**src/include/fbas_pkg.sv**
```systemverilog
// constants and register map for the fieldbus address strap select block
package fbas_pkg;
    // register offsets (byte addresses, one word each)
    localparam logic [7:0]  REG_STATUS   = 8'h00;
    localparam logic [7:0]  REG_ADDR     = 8'h04;
    localparam logic [7:0]  REG_IDSEL    = 8'h08;
    localparam logic [7:0]  REG_ZERO     = 8'h0c;
    localparam logic [7:0]  REG_CFG      = 8'h10;
    localparam logic [7:0]  REG_PARAM    = 8'h14;
    // status field positions
    localparam int          ST_LOCAL     = 8;
    localparam int          ST_SIM       = 9;
    localparam int          ST_WLOCK     = 10;
    localparam int          ST_ZBUSY     = 11;
    localparam int          ST_ZDONE     = 12;
    localparam int          ST_LOADREQ   = 13;
    localparam int          ST_SAMPLED   = 14;
    localparam int          WR_ACYCLIC   = 31;
    // strap positions (switch n sits in bit n-1)
    localparam int          SW_SRC       = 7;
    localparam int          SW_SIM       = 0;
    localparam int          SW_WLOCK     = 1;
    // addresses
    localparam logic [6:0]  ADDR_DEFAULT = 7'h7e;
    localparam logic [1:0]  STRAP_WAIT   = 2'h3;
    // identity selector choices and codes (code values arbitrary)
    localparam logic [1:0]  IDSEL_MFR    = 2'h0;
    localparam logic [1:0]  IDSEL_STD1   = 2'h1;
    localparam logic [1:0]  IDSEL_STD2   = 2'h2;
    localparam logic [15:0] ID_CODE_MFR  = 16'h1a2b;
    localparam logic [15:0] ID_CODE_STD1 = 16'h3c4d;
    localparam logic [15:0] ID_CODE_STD2 = 16'h5e6f;
    // zero adjustment countdown
    localparam logic [7:0]  ZERO_START   = 8'hff;
    localparam longint      ZERO_TIME_MS = 20000;
    localparam longint      CLK_KHZ      = 100000;
    localparam longint      ZERO_STEP_CYC_L = (ZERO_TIME_MS * CLK_KHZ) / 255;
    localparam logic [31:0] ZERO_STEP_CYC = ZERO_STEP_CYC_L[31:0];
endpackage

```
**src/include/fbas_zero_if.sv**
```systemverilog
// carrier between the strap selector and the zero adjustment counter
`timescale 1ns/10ps
interface fbas_zero_if;
    logic       start;
    logic       busy;
    logic       done;
    logic [7:0] count;
    modport ctl (output start, input busy, input done, input count);
    modport cnt (input start, output busy, output done, output count);
endinterface

```
**src/rtl/fbas_zero_counter.sv**
```systemverilog
// zero adjustment countdown from 255 to 0
`timescale 1ns/10ps
module fbas_zero_counter
    import fbas_pkg::*;
#(
    parameter logic [31:0] STEP_CYC = ZERO_STEP_CYC
) (
    input  wire logic  clk,
    input  wire logic  rstSync_b,
    fbas_zero_if.cnt   zif
);
    typedef struct packed {
        logic        busy;
        logic        done;
        logic [7:0]  count;
        logic [31:0] tick;
    } fbas_zc_t;

    fbas_zc_t cur_ff, nxt_cur;

    // ========================================
    // countdown
    // ========================================
    // a start while busy restarts, so a second request never stacks
    always_comb begin
        nxt_cur = cur_ff;
        if (zif.start) begin
            nxt_cur.busy  = 1'b1;
            nxt_cur.done  = 1'b0;
            nxt_cur.count = ZERO_START;
            nxt_cur.tick  = '0;
        end else if (cur_ff.busy) begin
            if (cur_ff.tick >= STEP_CYC - 32'h1) begin
                nxt_cur.tick  = '0;
                nxt_cur.count = cur_ff.count - 8'h01;
                if (cur_ff.count == 8'h01) begin
                    nxt_cur.busy = 1'b0;
                    nxt_cur.done = 1'b1;
                end
            end else begin
                nxt_cur.tick = cur_ff.tick + 32'h1;
            end
        end
    end

    always_ff @(posedge clk or negedge rstSync_b) begin
        if (!rstSync_b) begin
            cur_ff <= '0;
        end else begin
            cur_ff <= nxt_cur;
        end
    end

    assign zif.busy  = cur_ff.busy;
    assign zif.done  = cur_ff.done;
    assign zif.count = cur_ff.count;

    a_zero_finish: assert property (@(posedge clk) disable iff (!rstSync_b)
        cur_ff.busy && nxt_cur.count == 8'h00 && !zif.start |=> zif.done && !zif.busy)
        else $error("countdown reached zero without completing");
    a_zero_load: assert property (@(posedge clk) disable iff (!rstSync_b)
        zif.start |=> zif.busy && zif.count == 8'hff)
        else $error("countdown did not load 255");
    c_zero_done: cover property (@(posedge clk) disable iff (!rstSync_b) $rose(zif.done));
endmodule

```
**src/rtl/fbas_strap_select.sv**
```systemverilog
// fieldbus node address and option strap selection
//
// Function
// - local address from switches 1-7, weights 1..64
// - switch 8 selects bus or local source
// - source switch sampled once at power-on
// - bus mode uses stored address, default 126
// - first variant bus mode accepts new address from bus/keys while connected
// - address kept in gateway store, fresh 126
// - replaced electronics load plug-in parameter store
// - identity selector, three choices, acyclic writes only
// - variant two: switch one enables simulation
// - variant two: switch two blocks parameter writes
// - variant two: address from link scheduler
// - zero adjust counts 255 to 0, ~20 s
`timescale 1ns/10ps
module fbas_strap_select
    import fbas_pkg::*;
#(
    parameter logic [31:0] ZERO_STEP = ZERO_STEP_CYC
) (
    input  wire logic        clk,
    input  wire logic        rst_b,
    // register port
    input  wire logic [7:0]  regAddr,
    input  wire logic [31:0] regWrData,
    input  wire logic        regWr,
    input  wire logic        regRd,
    output logic      [31:0] regRdData,
    // straps and pins
    input  wire logic [7:0]  dipSwitch,
    input  wire logic        busConnected,
    input  wire logic        electronicsNew,
    input  wire logic        paramLoadAck,
    input  wire logic [6:0]  keyAddr,
    input  wire logic        keyAddrStb,
    // gateway nonvolatile store
    input  wire logic [6:0]  storeAddr,
    input  wire logic        storeValid,
    output logic             storeWrEn,
    output logic      [6:0]  storeWrData,
    // link scheduler (same clock)
    input  wire logic [6:0]  schedAddr,
    input  wire logic        schedAddrValid,
    // results
    output logic      [6:0]  nodeAddr,
    output logic             localMode,
    output logic      [15:0] identNumber,
    output logic             simEnable,
    output logic             writeProtect,
    output logic             paramLoadReq,
    output logic             paramWrEn,
    output logic      [7:0]  paramWrData
);
    typedef struct packed {
        logic [7:0]  sw1, sw2;
        logic [6:0]  key1, key2;
        logic [2:0]  pin1, pin2;     // conn, new electronics, load ack
        logic        keyStb1, keyStb2, keyStbPrev;
        logic [1:0]  waitCnt;
        logic        sampled;
        logic        localMode;
        logic        variantTwo;
        logic [6:0]  nodeAddr;
        logic [1:0]  idSel;
        logic [15:0] ident;
        logic        loadReq;
        logic        storeWr;
        logic [6:0]  storeData;
        logic        paramWr;
        logic [7:0]  paramData;
        logic [7:0]  rejectCnt;
        logic        zeroStart;
        logic [31:0] rdData;
    } fbas_state_t;

    fbas_state_t st_ff, nxt_st;
    logic [1:0]  rstPipe_ff;
    logic        rstSync_b;
    fbas_zero_if zif ();

    function automatic logic regHit(input logic [7:0] a, input logic [7:0] off);
        return a == off;
    endfunction

    // address change allowed only in first variant, bus source, on the bus
    function automatic logic addrChangeOk(input fbas_state_t s);
        return s.sampled && !s.variantTwo && !s.localMode && s.pin2[0];
    endfunction

    // ========================================
    // reset release
    // ========================================
    always_ff @(posedge clk or negedge rst_b) begin
        if (!rst_b) begin
            rstPipe_ff <= 2'b00;
        end else begin
            rstPipe_ff <= {rstPipe_ff[0], 1'b1};
        end
    end
    assign rstSync_b = rstPipe_ff[1];

    fbas_zero_counter #(
        .STEP_CYC  (ZERO_STEP)
    ) u_zero (
        .clk       (clk),
        .rstSync_b (rstSync_b),
        .zif       (zif)
    );

    // ========================================
    // next state
    // ========================================
    always_comb begin
        logic keyEdge;
        logic wrLock;
        keyEdge = 1'b0;
        wrLock  = 1'b0;
        nxt_st  = st_ff;
        // pin synchronisers; only stage two and the strobe's third stage are ever read
        nxt_st.sw1     = dipSwitch;
        nxt_st.sw2     = st_ff.sw1;
        nxt_st.key1    = keyAddr;
        nxt_st.key2    = st_ff.key1;
        nxt_st.pin1    = {paramLoadAck, electronicsNew, busConnected};
        nxt_st.pin2    = st_ff.pin1;
        nxt_st.keyStb1 = keyAddrStb;
        nxt_st.keyStb2 = st_ff.keyStb1;
        nxt_st.keyStbPrev = st_ff.keyStb2;
        keyEdge        = st_ff.keyStb2 && !st_ff.keyStbPrev;
        wrLock         = st_ff.variantTwo && st_ff.sw2[SW_WLOCK];
        nxt_st.storeWr   = 1'b0;
        nxt_st.paramWr   = 1'b0;
        nxt_st.zeroStart = 1'b0;
        nxt_st.rdData    = '0;

        // power-on sampling once the synchronisers have filled
        if (!st_ff.sampled) begin
            if (st_ff.waitCnt == STRAP_WAIT) begin
                nxt_st.sampled   = 1'b1;
                nxt_st.localMode = st_ff.sw2[SW_SRC];
                if (st_ff.sw2[SW_SRC]) begin
                    nxt_st.nodeAddr = st_ff.sw2[6:0];
                end else if (storeValid) begin
                    nxt_st.nodeAddr = storeAddr;
                end else begin
                    nxt_st.nodeAddr = ADDR_DEFAULT;
                end
                nxt_st.loadReq = st_ff.pin2[1];
            end else begin
                nxt_st.waitCnt = st_ff.waitCnt + 2'h1;
            end
        end

        // plug-in store load handshake ends on the acknowledge
        if (st_ff.loadReq && st_ff.pin2[2]) begin
            nxt_st.loadReq = 1'b0;
        end

        // second variant takes its address from the link scheduler
        if (st_ff.sampled && st_ff.variantTwo && schedAddrValid) begin
            nxt_st.nodeAddr = schedAddr;
        end

        // key entry of a new address
        if (keyEdge && addrChangeOk(st_ff)) begin
            nxt_st.nodeAddr  = st_ff.key2;
            nxt_st.storeWr   = 1'b1;
            nxt_st.storeData = st_ff.key2;
        end

        // register writes; a bus write overrides a key in the same cycle
        if (regWr) begin
            if (regHit(regAddr, REG_ADDR)) begin
                if (addrChangeOk(st_ff)) begin
                    nxt_st.nodeAddr  = regWrData[6:0];
                    nxt_st.storeWr   = 1'b1;
                    nxt_st.storeData = regWrData[6:0];
                end
            end else if (regHit(regAddr, REG_IDSEL)) begin
                // cyclic traffic and undefined choices leave it unchanged
                if (regWrData[WR_ACYCLIC] && regWrData[1:0] != 2'h3) begin
                    nxt_st.idSel = regWrData[1:0];
                end
            end else if (regHit(regAddr, REG_ZERO)) begin
                nxt_st.zeroStart = regWrData[0];
            end else if (regHit(regAddr, REG_CFG)) begin
                nxt_st.variantTwo = regWrData[0];
            end else if (regHit(regAddr, REG_PARAM)) begin
                if (wrLock) begin
                    nxt_st.rejectCnt = st_ff.rejectCnt + 8'h01;
                end else begin
                    nxt_st.paramWr   = 1'b1;
                    nxt_st.paramData = regWrData[7:0];
                end
            end
        end

        // register reads, data in the following cycle
        if (regRd) begin
            if (regHit(regAddr, REG_STATUS)) begin
                nxt_st.rdData[6:0]        = st_ff.nodeAddr;
                nxt_st.rdData[ST_LOCAL]   = st_ff.localMode;
                nxt_st.rdData[ST_SIM]     = st_ff.variantTwo && st_ff.sw2[SW_SIM];
                nxt_st.rdData[ST_WLOCK]   = wrLock;
                nxt_st.rdData[ST_ZBUSY]   = zif.busy;
                nxt_st.rdData[ST_ZDONE]   = zif.done;
                nxt_st.rdData[ST_LOADREQ] = st_ff.loadReq;
                nxt_st.rdData[ST_SAMPLED] = st_ff.sampled;
            end else if (regHit(regAddr, REG_ADDR)) begin
                nxt_st.rdData[6:0] = st_ff.nodeAddr;
            end else if (regHit(regAddr, REG_IDSEL)) begin
                nxt_st.rdData[1:0] = st_ff.idSel;
            end else if (regHit(regAddr, REG_ZERO)) begin
                nxt_st.rdData[7:0] = zif.count;
                nxt_st.rdData[8]   = zif.busy;
                nxt_st.rdData[9]   = zif.done;
            end else if (regHit(regAddr, REG_CFG)) begin
                nxt_st.rdData[0] = st_ff.variantTwo;
            end else if (regHit(regAddr, REG_PARAM)) begin
                nxt_st.rdData[7:0] = st_ff.rejectCnt;
            end
        end

        // identity number held in a flop beside its selector, so the pins never glitch
        case (nxt_st.idSel)
            IDSEL_STD1: nxt_st.ident = ID_CODE_STD1;
            IDSEL_STD2: nxt_st.ident = ID_CODE_STD2;
            default:    nxt_st.ident = ID_CODE_MFR;
        endcase
    end

    // ========================================
    // state register
    // ========================================
    always_ff @(posedge clk or negedge rstSync_b) begin
        if (!rstSync_b) begin
            st_ff          <= '0;
            st_ff.nodeAddr <= ADDR_DEFAULT;
            st_ff.idSel    <= IDSEL_MFR;
            st_ff.ident    <= ID_CODE_MFR;
        end else begin
            st_ff <= nxt_st;
        end
    end

    // ========================================
    // outputs
    // ========================================
    assign zif.start    = st_ff.zeroStart;
    assign regRdData    = st_ff.rdData;
    assign nodeAddr     = st_ff.nodeAddr;
    assign localMode    = st_ff.localMode;
    assign storeWrEn    = st_ff.storeWr;
    assign storeWrData  = st_ff.storeData;
    assign paramLoadReq = st_ff.loadReq;
    assign paramWrEn    = st_ff.paramWr;
    assign paramWrData  = st_ff.paramData;
    // option straps follow the switches continuously in the second variant
    assign simEnable    = st_ff.variantTwo && st_ff.sw2[SW_SIM];
    assign writeProtect = st_ff.variantTwo && st_ff.sw2[SW_WLOCK];
    assign identNumber  = st_ff.ident;

    // ========================================
    // checks
    // ========================================
    a_local_addr: assert property (@(posedge clk) disable iff (!rstSync_b)
        !st_ff.sampled && st_ff.waitCnt == STRAP_WAIT && st_ff.sw2[SW_SRC]
        |=> localMode && nodeAddr == $past(st_ff.sw2[6:0]))
        else $error("local address not taken from switches");
    a_src_strap: assert property (@(posedge clk) disable iff (!rstSync_b)
        !st_ff.sampled && st_ff.waitCnt == STRAP_WAIT |=> localMode == $past(st_ff.sw2[SW_SRC]))
        else $error("source strap not honoured");
    a_strap_once: assert property (@(posedge clk) disable iff (!rstSync_b)
        st_ff.sampled |=> $stable(localMode))
        else $error("source mode changed after power-on");
    a_default_addr: assert property (@(posedge clk) disable iff (!rstSync_b)
        !st_ff.sampled && st_ff.waitCnt == STRAP_WAIT && !st_ff.sw2[SW_SRC] && !storeValid
        |=> nodeAddr == 7'h7e)
        else $error("fresh store did not give 126");
    a_bus_addr: assert property (@(posedge clk) disable iff (!rstSync_b)
        regWr && regAddr == REG_ADDR && addrChangeOk(st_ff)
        |=> nodeAddr == $past(regWrData[6:0]) && storeWrEn)
        else $error("bus address write not taken");
    a_local_fixed: assert property (@(posedge clk) disable iff (!rstSync_b)
        st_ff.sampled && localMode && !st_ff.variantTwo |=> $stable(nodeAddr))
        else $error("local address moved in operation");
    a_load_req: assert property (@(posedge clk) disable iff (!rstSync_b)
        !st_ff.sampled && st_ff.waitCnt == STRAP_WAIT && st_ff.pin2[1] |=> paramLoadReq)
        else $error("replaced electronics did not request a load");
    a_id_cyclic: assert property (@(posedge clk) disable iff (!rstSync_b)
        regWr && regAddr == REG_IDSEL && !regWrData[WR_ACYCLIC] |=> $stable(identNumber))
        else $error("cyclic write changed identity selector");
    a_wlock_block: assert property (@(posedge clk) disable iff (!rstSync_b)
        writeProtect && regWr && regAddr == REG_PARAM |=> !paramWrEn)
        else $error("locked parameter write passed");
    a_sim_strap: assert property (@(posedge clk) disable iff (!rstSync_b)
        simEnable |-> st_ff.variantTwo && $past(dipSwitch[SW_SIM], 2))
        else $error("simulation enabled without strap");
    a_sched_addr: assert property (@(posedge clk) disable iff (!rstSync_b)
        st_ff.sampled && st_ff.variantTwo && schedAddrValid && !regWr |=> nodeAddr == $past(schedAddr))
        else $error("scheduler address not adopted");
    c_local_boot: cover property (@(posedge clk) disable iff (!rstSync_b) $rose(st_ff.sampled) && localMode);
    c_bus_write: cover property (@(posedge clk) disable iff (!rstSync_b) storeWrEn);
    c_locked_write: cover property (@(posedge clk) disable iff (!rstSync_b)
        writeProtect && regWr && regAddr == REG_PARAM);
endmodule

```
**config.mk**
```make
export PLATFORM = sky130hd
export DESIGN_NAME = fbas_strap_select
export DESIGN_NICKNAME = d
export VERILOG_FILES = /design/src/include/fbas_pkg.sv /design/src/include/fbas_zero_if.sv /design/src/rtl/fbas_zero_counter.sv /design/src/rtl/fbas_strap_select.sv
export SDC_FILE = /design/constraint.sdc
export NUM_CORES = 1
export LEC_CHECK = 0
export BUFFER_PORTS_ARGS = -buffer_cell sky130_fd_sc_hd__buf_2
export CAP_MARGIN = 5
export CELL_PAD_IN_SITES_DETAIL_PLACEMENT = 0
export CELL_PAD_IN_SITES_GLOBAL_PLACEMENT = 1
export CORE_AREA = 2 2 153 155
export DETAILED_ROUTE_END_ITERATION = 7
export DIE_AREA = 0 0 155 157
export HOLD_SLACK_MARGIN = 0.12
export PLACE_DENSITY = 0.66
export SYNTH_ARGS = -nofsm -noshare
export SYNTH_HDL_FRONTEND = slang
export SYNTH_SLANG_ARGS = --single-unit
```
**constraint.sdc**
```tcl
create_clock -name clk -period 4.4 [get_ports clk]
set_input_delay 0.22 -clock clk [delete_from_list [all_inputs] [get_ports clk]]
set_output_delay 0.22 -clock clk [all_outputs]
set_load 0.05 [all_outputs]
```
==> metrics.md <==
| Metric | Value |
|---|---|
| Layout fillers | `2,238` |
| CP startpoint kind | `register` |
| Req. time, crit path | `4740 ps` |
| RSZ-0062 raised after global routing | `no` |
| P&R area growth vs syn | `18.5%` |
| Slowest CP cell | `a21oi_1` |
| Chip width | `155 um` |
| DRC viols | `0` |
| Synth Flop Type | `dfrtp_1` |
| Pins Over Slew Limit | `0` |
| CP cell instances | `or3b_4, nor4_4, nand2_2, a21oi_1, buf_4, mux2i_1` |
| Clk_lat worst skew | `420 ps` |
| TNS Setup | `0 ps` |
| Top cells by count, synth | `136 x dfrtp_1, 70 x buf_4, 56 x nand2_1, 56 x nor2_1, 29 x a21oi_1` |
| Post-synth top area share | `50.5%` |
| R2r endpoint | `u_zero.zif.count[0]$_DFFE_PN0P_` |
| Syn. warnings | `0` |
| Die extent in y | `157 um` |
| Clock-pin slew on the worst setup and hold paths | `60 ps` |
| Max-cap violation count | `0` |
| First-pass GRT wire length | `26,300 um` |
| H-tree Lvls | `4` |
| Power Density | `412 nW/um^2` |
| Global-route usage over all layers | `13.8%` |
| Post-route design area | `7980 sq um` |
| I/O pin cnt | `155` |
| Die area | `24,300 sq um` |
| RR Startpoint | `u_zero.cur_ff[19]$_DFFE_PN0P_` |
| CP Class | `register to register` |
| Clock Sinks | `143` |
| Worst slew pin tran | `808 ps` |
| Final period utilization | `64.1%` |
| Initial DRC count | `198` |
| Root Buffer | `clkbuf_16` |
| Non-Filler Instances | `1,027` |
| Initial Utilization | `29.9%` |
| Fmax | `355 MHz` |
| Vias per cell | `4.64` |
| Fraction of layout cells with a size suffix above 1 | `24.0%` |
| Synthesized flop and latch total | `143` |
| Post-place setup slack | `1580 ps` |
| PnR worst setup slack | `1580 ps` |
| Minimum clock period | `2820 ps` |
| Final setup fails | `0` |
| Top Family by Delay on Critical Path | `simple AND/OR/NAND/NOR gates` |
| Status | `finished clean` |
| NumNets Final | `816` |
| Initial antenna violation count | `3` |
| Count of cell types in the netlist | `62` |
| Clock Path Buffers | `2` |
| Critical path's largest stage delay | `680 ps` |
| Critical path depth | `6` |
| Sequential share of the synthesized area | `53.3%` |
| Syn avg cell area | `10.5 sq um` |
| Worst Path Buf+Inv | `1` |
| Reg2Reg Depth | `6` |
| Setup Skew | `16.7 ps` |
| Flop2flop setup slack | `1580 ps` |
| Most common cell in the netlist | `dfrtp_1` |
| Port buffer count | `106` |
| CP Data Arrival Time | `3150 ps` |
| Rel. slew slack | `46.1%` |
| DR pass1 iterations | `4` |
| Pin count of the biggest net entering global routing | `80` |
| Overflow after GRT | `0` |
| CTS tree | `built` |
| Worst Hold Class | `input port to register` |
| CP endpoint | `u_zero.zif.count[0]$_DFFE_PN0P_` |
| Final Power | `3.29 mW` |
| CP Launch Point | `u_zero.cur_ff[19]$_DFFE_PN0P_` |
| Post-synth EDFFs | `0` |
| DRT antenna net count | `0` |
| Synth area leader | `dfrtp_1` |
| Worst VDD drop | `0.266 mV` |
| Leakage | `3.65 nW` |
| Synth async-reset ratio | `100%` |
| Via Count | `4,770` |
| DP HPWL | `11,000 um` |
| Worst-path maximum fanout | `21` |
| Final hold vios | `0` |
| Cells after DPL | `966` |
| Core Area | `22,500 sq um` |
| Final wirelength | `15,900 um` |
| Vias in the first global route | `4,838` |
| Crit path capture type | `register` |
| Drt wl/cell | `15.4 um` |
| Rows | `55` |
| Post-Route Utilization | `35.5%` |
| Area contributors post-synth | `dfrtp_1 51%, buf_4 7.8%, nand2_1 3.1%, nor2_1 3.1%, dfstp_2 2.7%` |
| TritonCTS Buffers | `17` |
| Hold Slack | `150 ps` |
| Post-Place Cell Area | `7140 sq um` |
| Syn Std Cell Area | `6730 sq um` |
| Synth Instances | `640` |
| Routability-driven placement congestion ratio | `0.816` |
==> area by class of cell <==
cell class / count / area [sq um] / share of cell area (%)
Clock inverter: 15 / 136 / 1.71
Sequential cell: 143 / 3590 / 45.0
Clock buffer: 17 / 425 / 5.33
Multi-Input combinational cell: 409 / 2530 / 31.7
Tap cell: 285 / 357 / 4.47
Inverter: 16 / 60.1 / 0.753
Antenna cell: 1 / 2.50 / 0.0314
Timing Repair Buffer: 141 / 876 / 11.0
==> cells in the final DEF (no fill, tap or decap), types with 10 or more instances in the layout <==
master and n:
mux2i_1 10, inv_1 15, mux2_2 14, nor3_1 15, nand3_1 19, nand4_1 12
nor2_1 55, nand2_1 56, dfrtp_1 135, o21ai_0 13, nor2b_1 11, dlygate4sd3_1 28
and2_1 18, a21oi_1 29, buf_2 106, conb_1 26, clkbuf_16 17
==> registers in the layout, indices dropped and copies added (netlist names), 2 cells and up <==
| signal | cells |
|---|---|
| regRdData | 15 |
| paramWrData | 8 |
| identNumber | 4 |
| nodeAddr | 7 |
| nxt_st | 20 |
| st_ff | 33 |
| rstPipe_ff | 2 |
| u_zero.cur_ff | 32 |
| u_zero.zif.count | 8 |
| storeWrData | 7 |
==> report_power, final <==
part | total, mW | switching (mW) | internal [mW] | leakage, nW
logic | 0.441 | 0.316 | 0.126 | 1.57
registers | 1.48 | 0.0764 | 1.40 | 1.81
clock network | 1.37 | 0.622 | 0.749 | 0.273
total | 3.29 | 1.01 | 2.27 | 3.65
==> kinds of logic (layout without fill, tap and decap cells) <==
kind of cell | count (synthesis) | after routing | share of synthesized area [%]
flip-flops | 143 | 143 | 53.3
multiplexers | 24 | 24 | 3.83
adder cells (fa/ha/maj) | 9 | 9 | 1.67
buffers and inverters | 112 | 189 | 10.5
XOR/XNOR | 9 | 9 | 1.17
other | 2 | 27 | 0.112
AO/OA/AOI/OAI | 103 | 103 | 11.2
AND/OR/NAND/NOR | 238 | 238 | 18.3
==> routing by layer <==
| layer | up-vias | wire length, um | global-route usage, % |
|---|---|---|---|
| li1 | 2342 | - | - |
| met5 | - | 21 | 0 |
| met1 | 2281 | 7440 | 18.7 |
| met3 | 21 | 963 | 4.16 |
| met4 | 4 | 187 | 3.75 |
| met2 | 122 | 7250 | 21.4 |
==> worst min path at each step <==
stage | startpoint | cells past startpoint | to | slack (ps)
after CTS | regWrData[0] | 2 | zif.start$_DFF_PN0_ | 130
after detailed placement | rst_b | 1 | rstPipe_ff[0]$_DFF_PN0_ | 10
after global placement | rst_b | 1 | rstPipe_ff[0]$_DFF_PN0_ | 8
final | regWrData[0] | 2 | zif.start$_DFF_PN0_ | 150
after global routing | regWrData[0] | 2 | zif.start$_DFF_PN0_ | 140
after floorplan | rst_b | 0 | rstPipe_ff[0]$_DFF_PN0_ | -80
==> repair_timing <==
action                                 4_1_cts  5_1_grt
gates resized for setup                      0        0
setup buffers                                0        0
hold buffers                                28        0
endpoints found under the hold margin       39        0
Power figures use the tool's default switching activity.
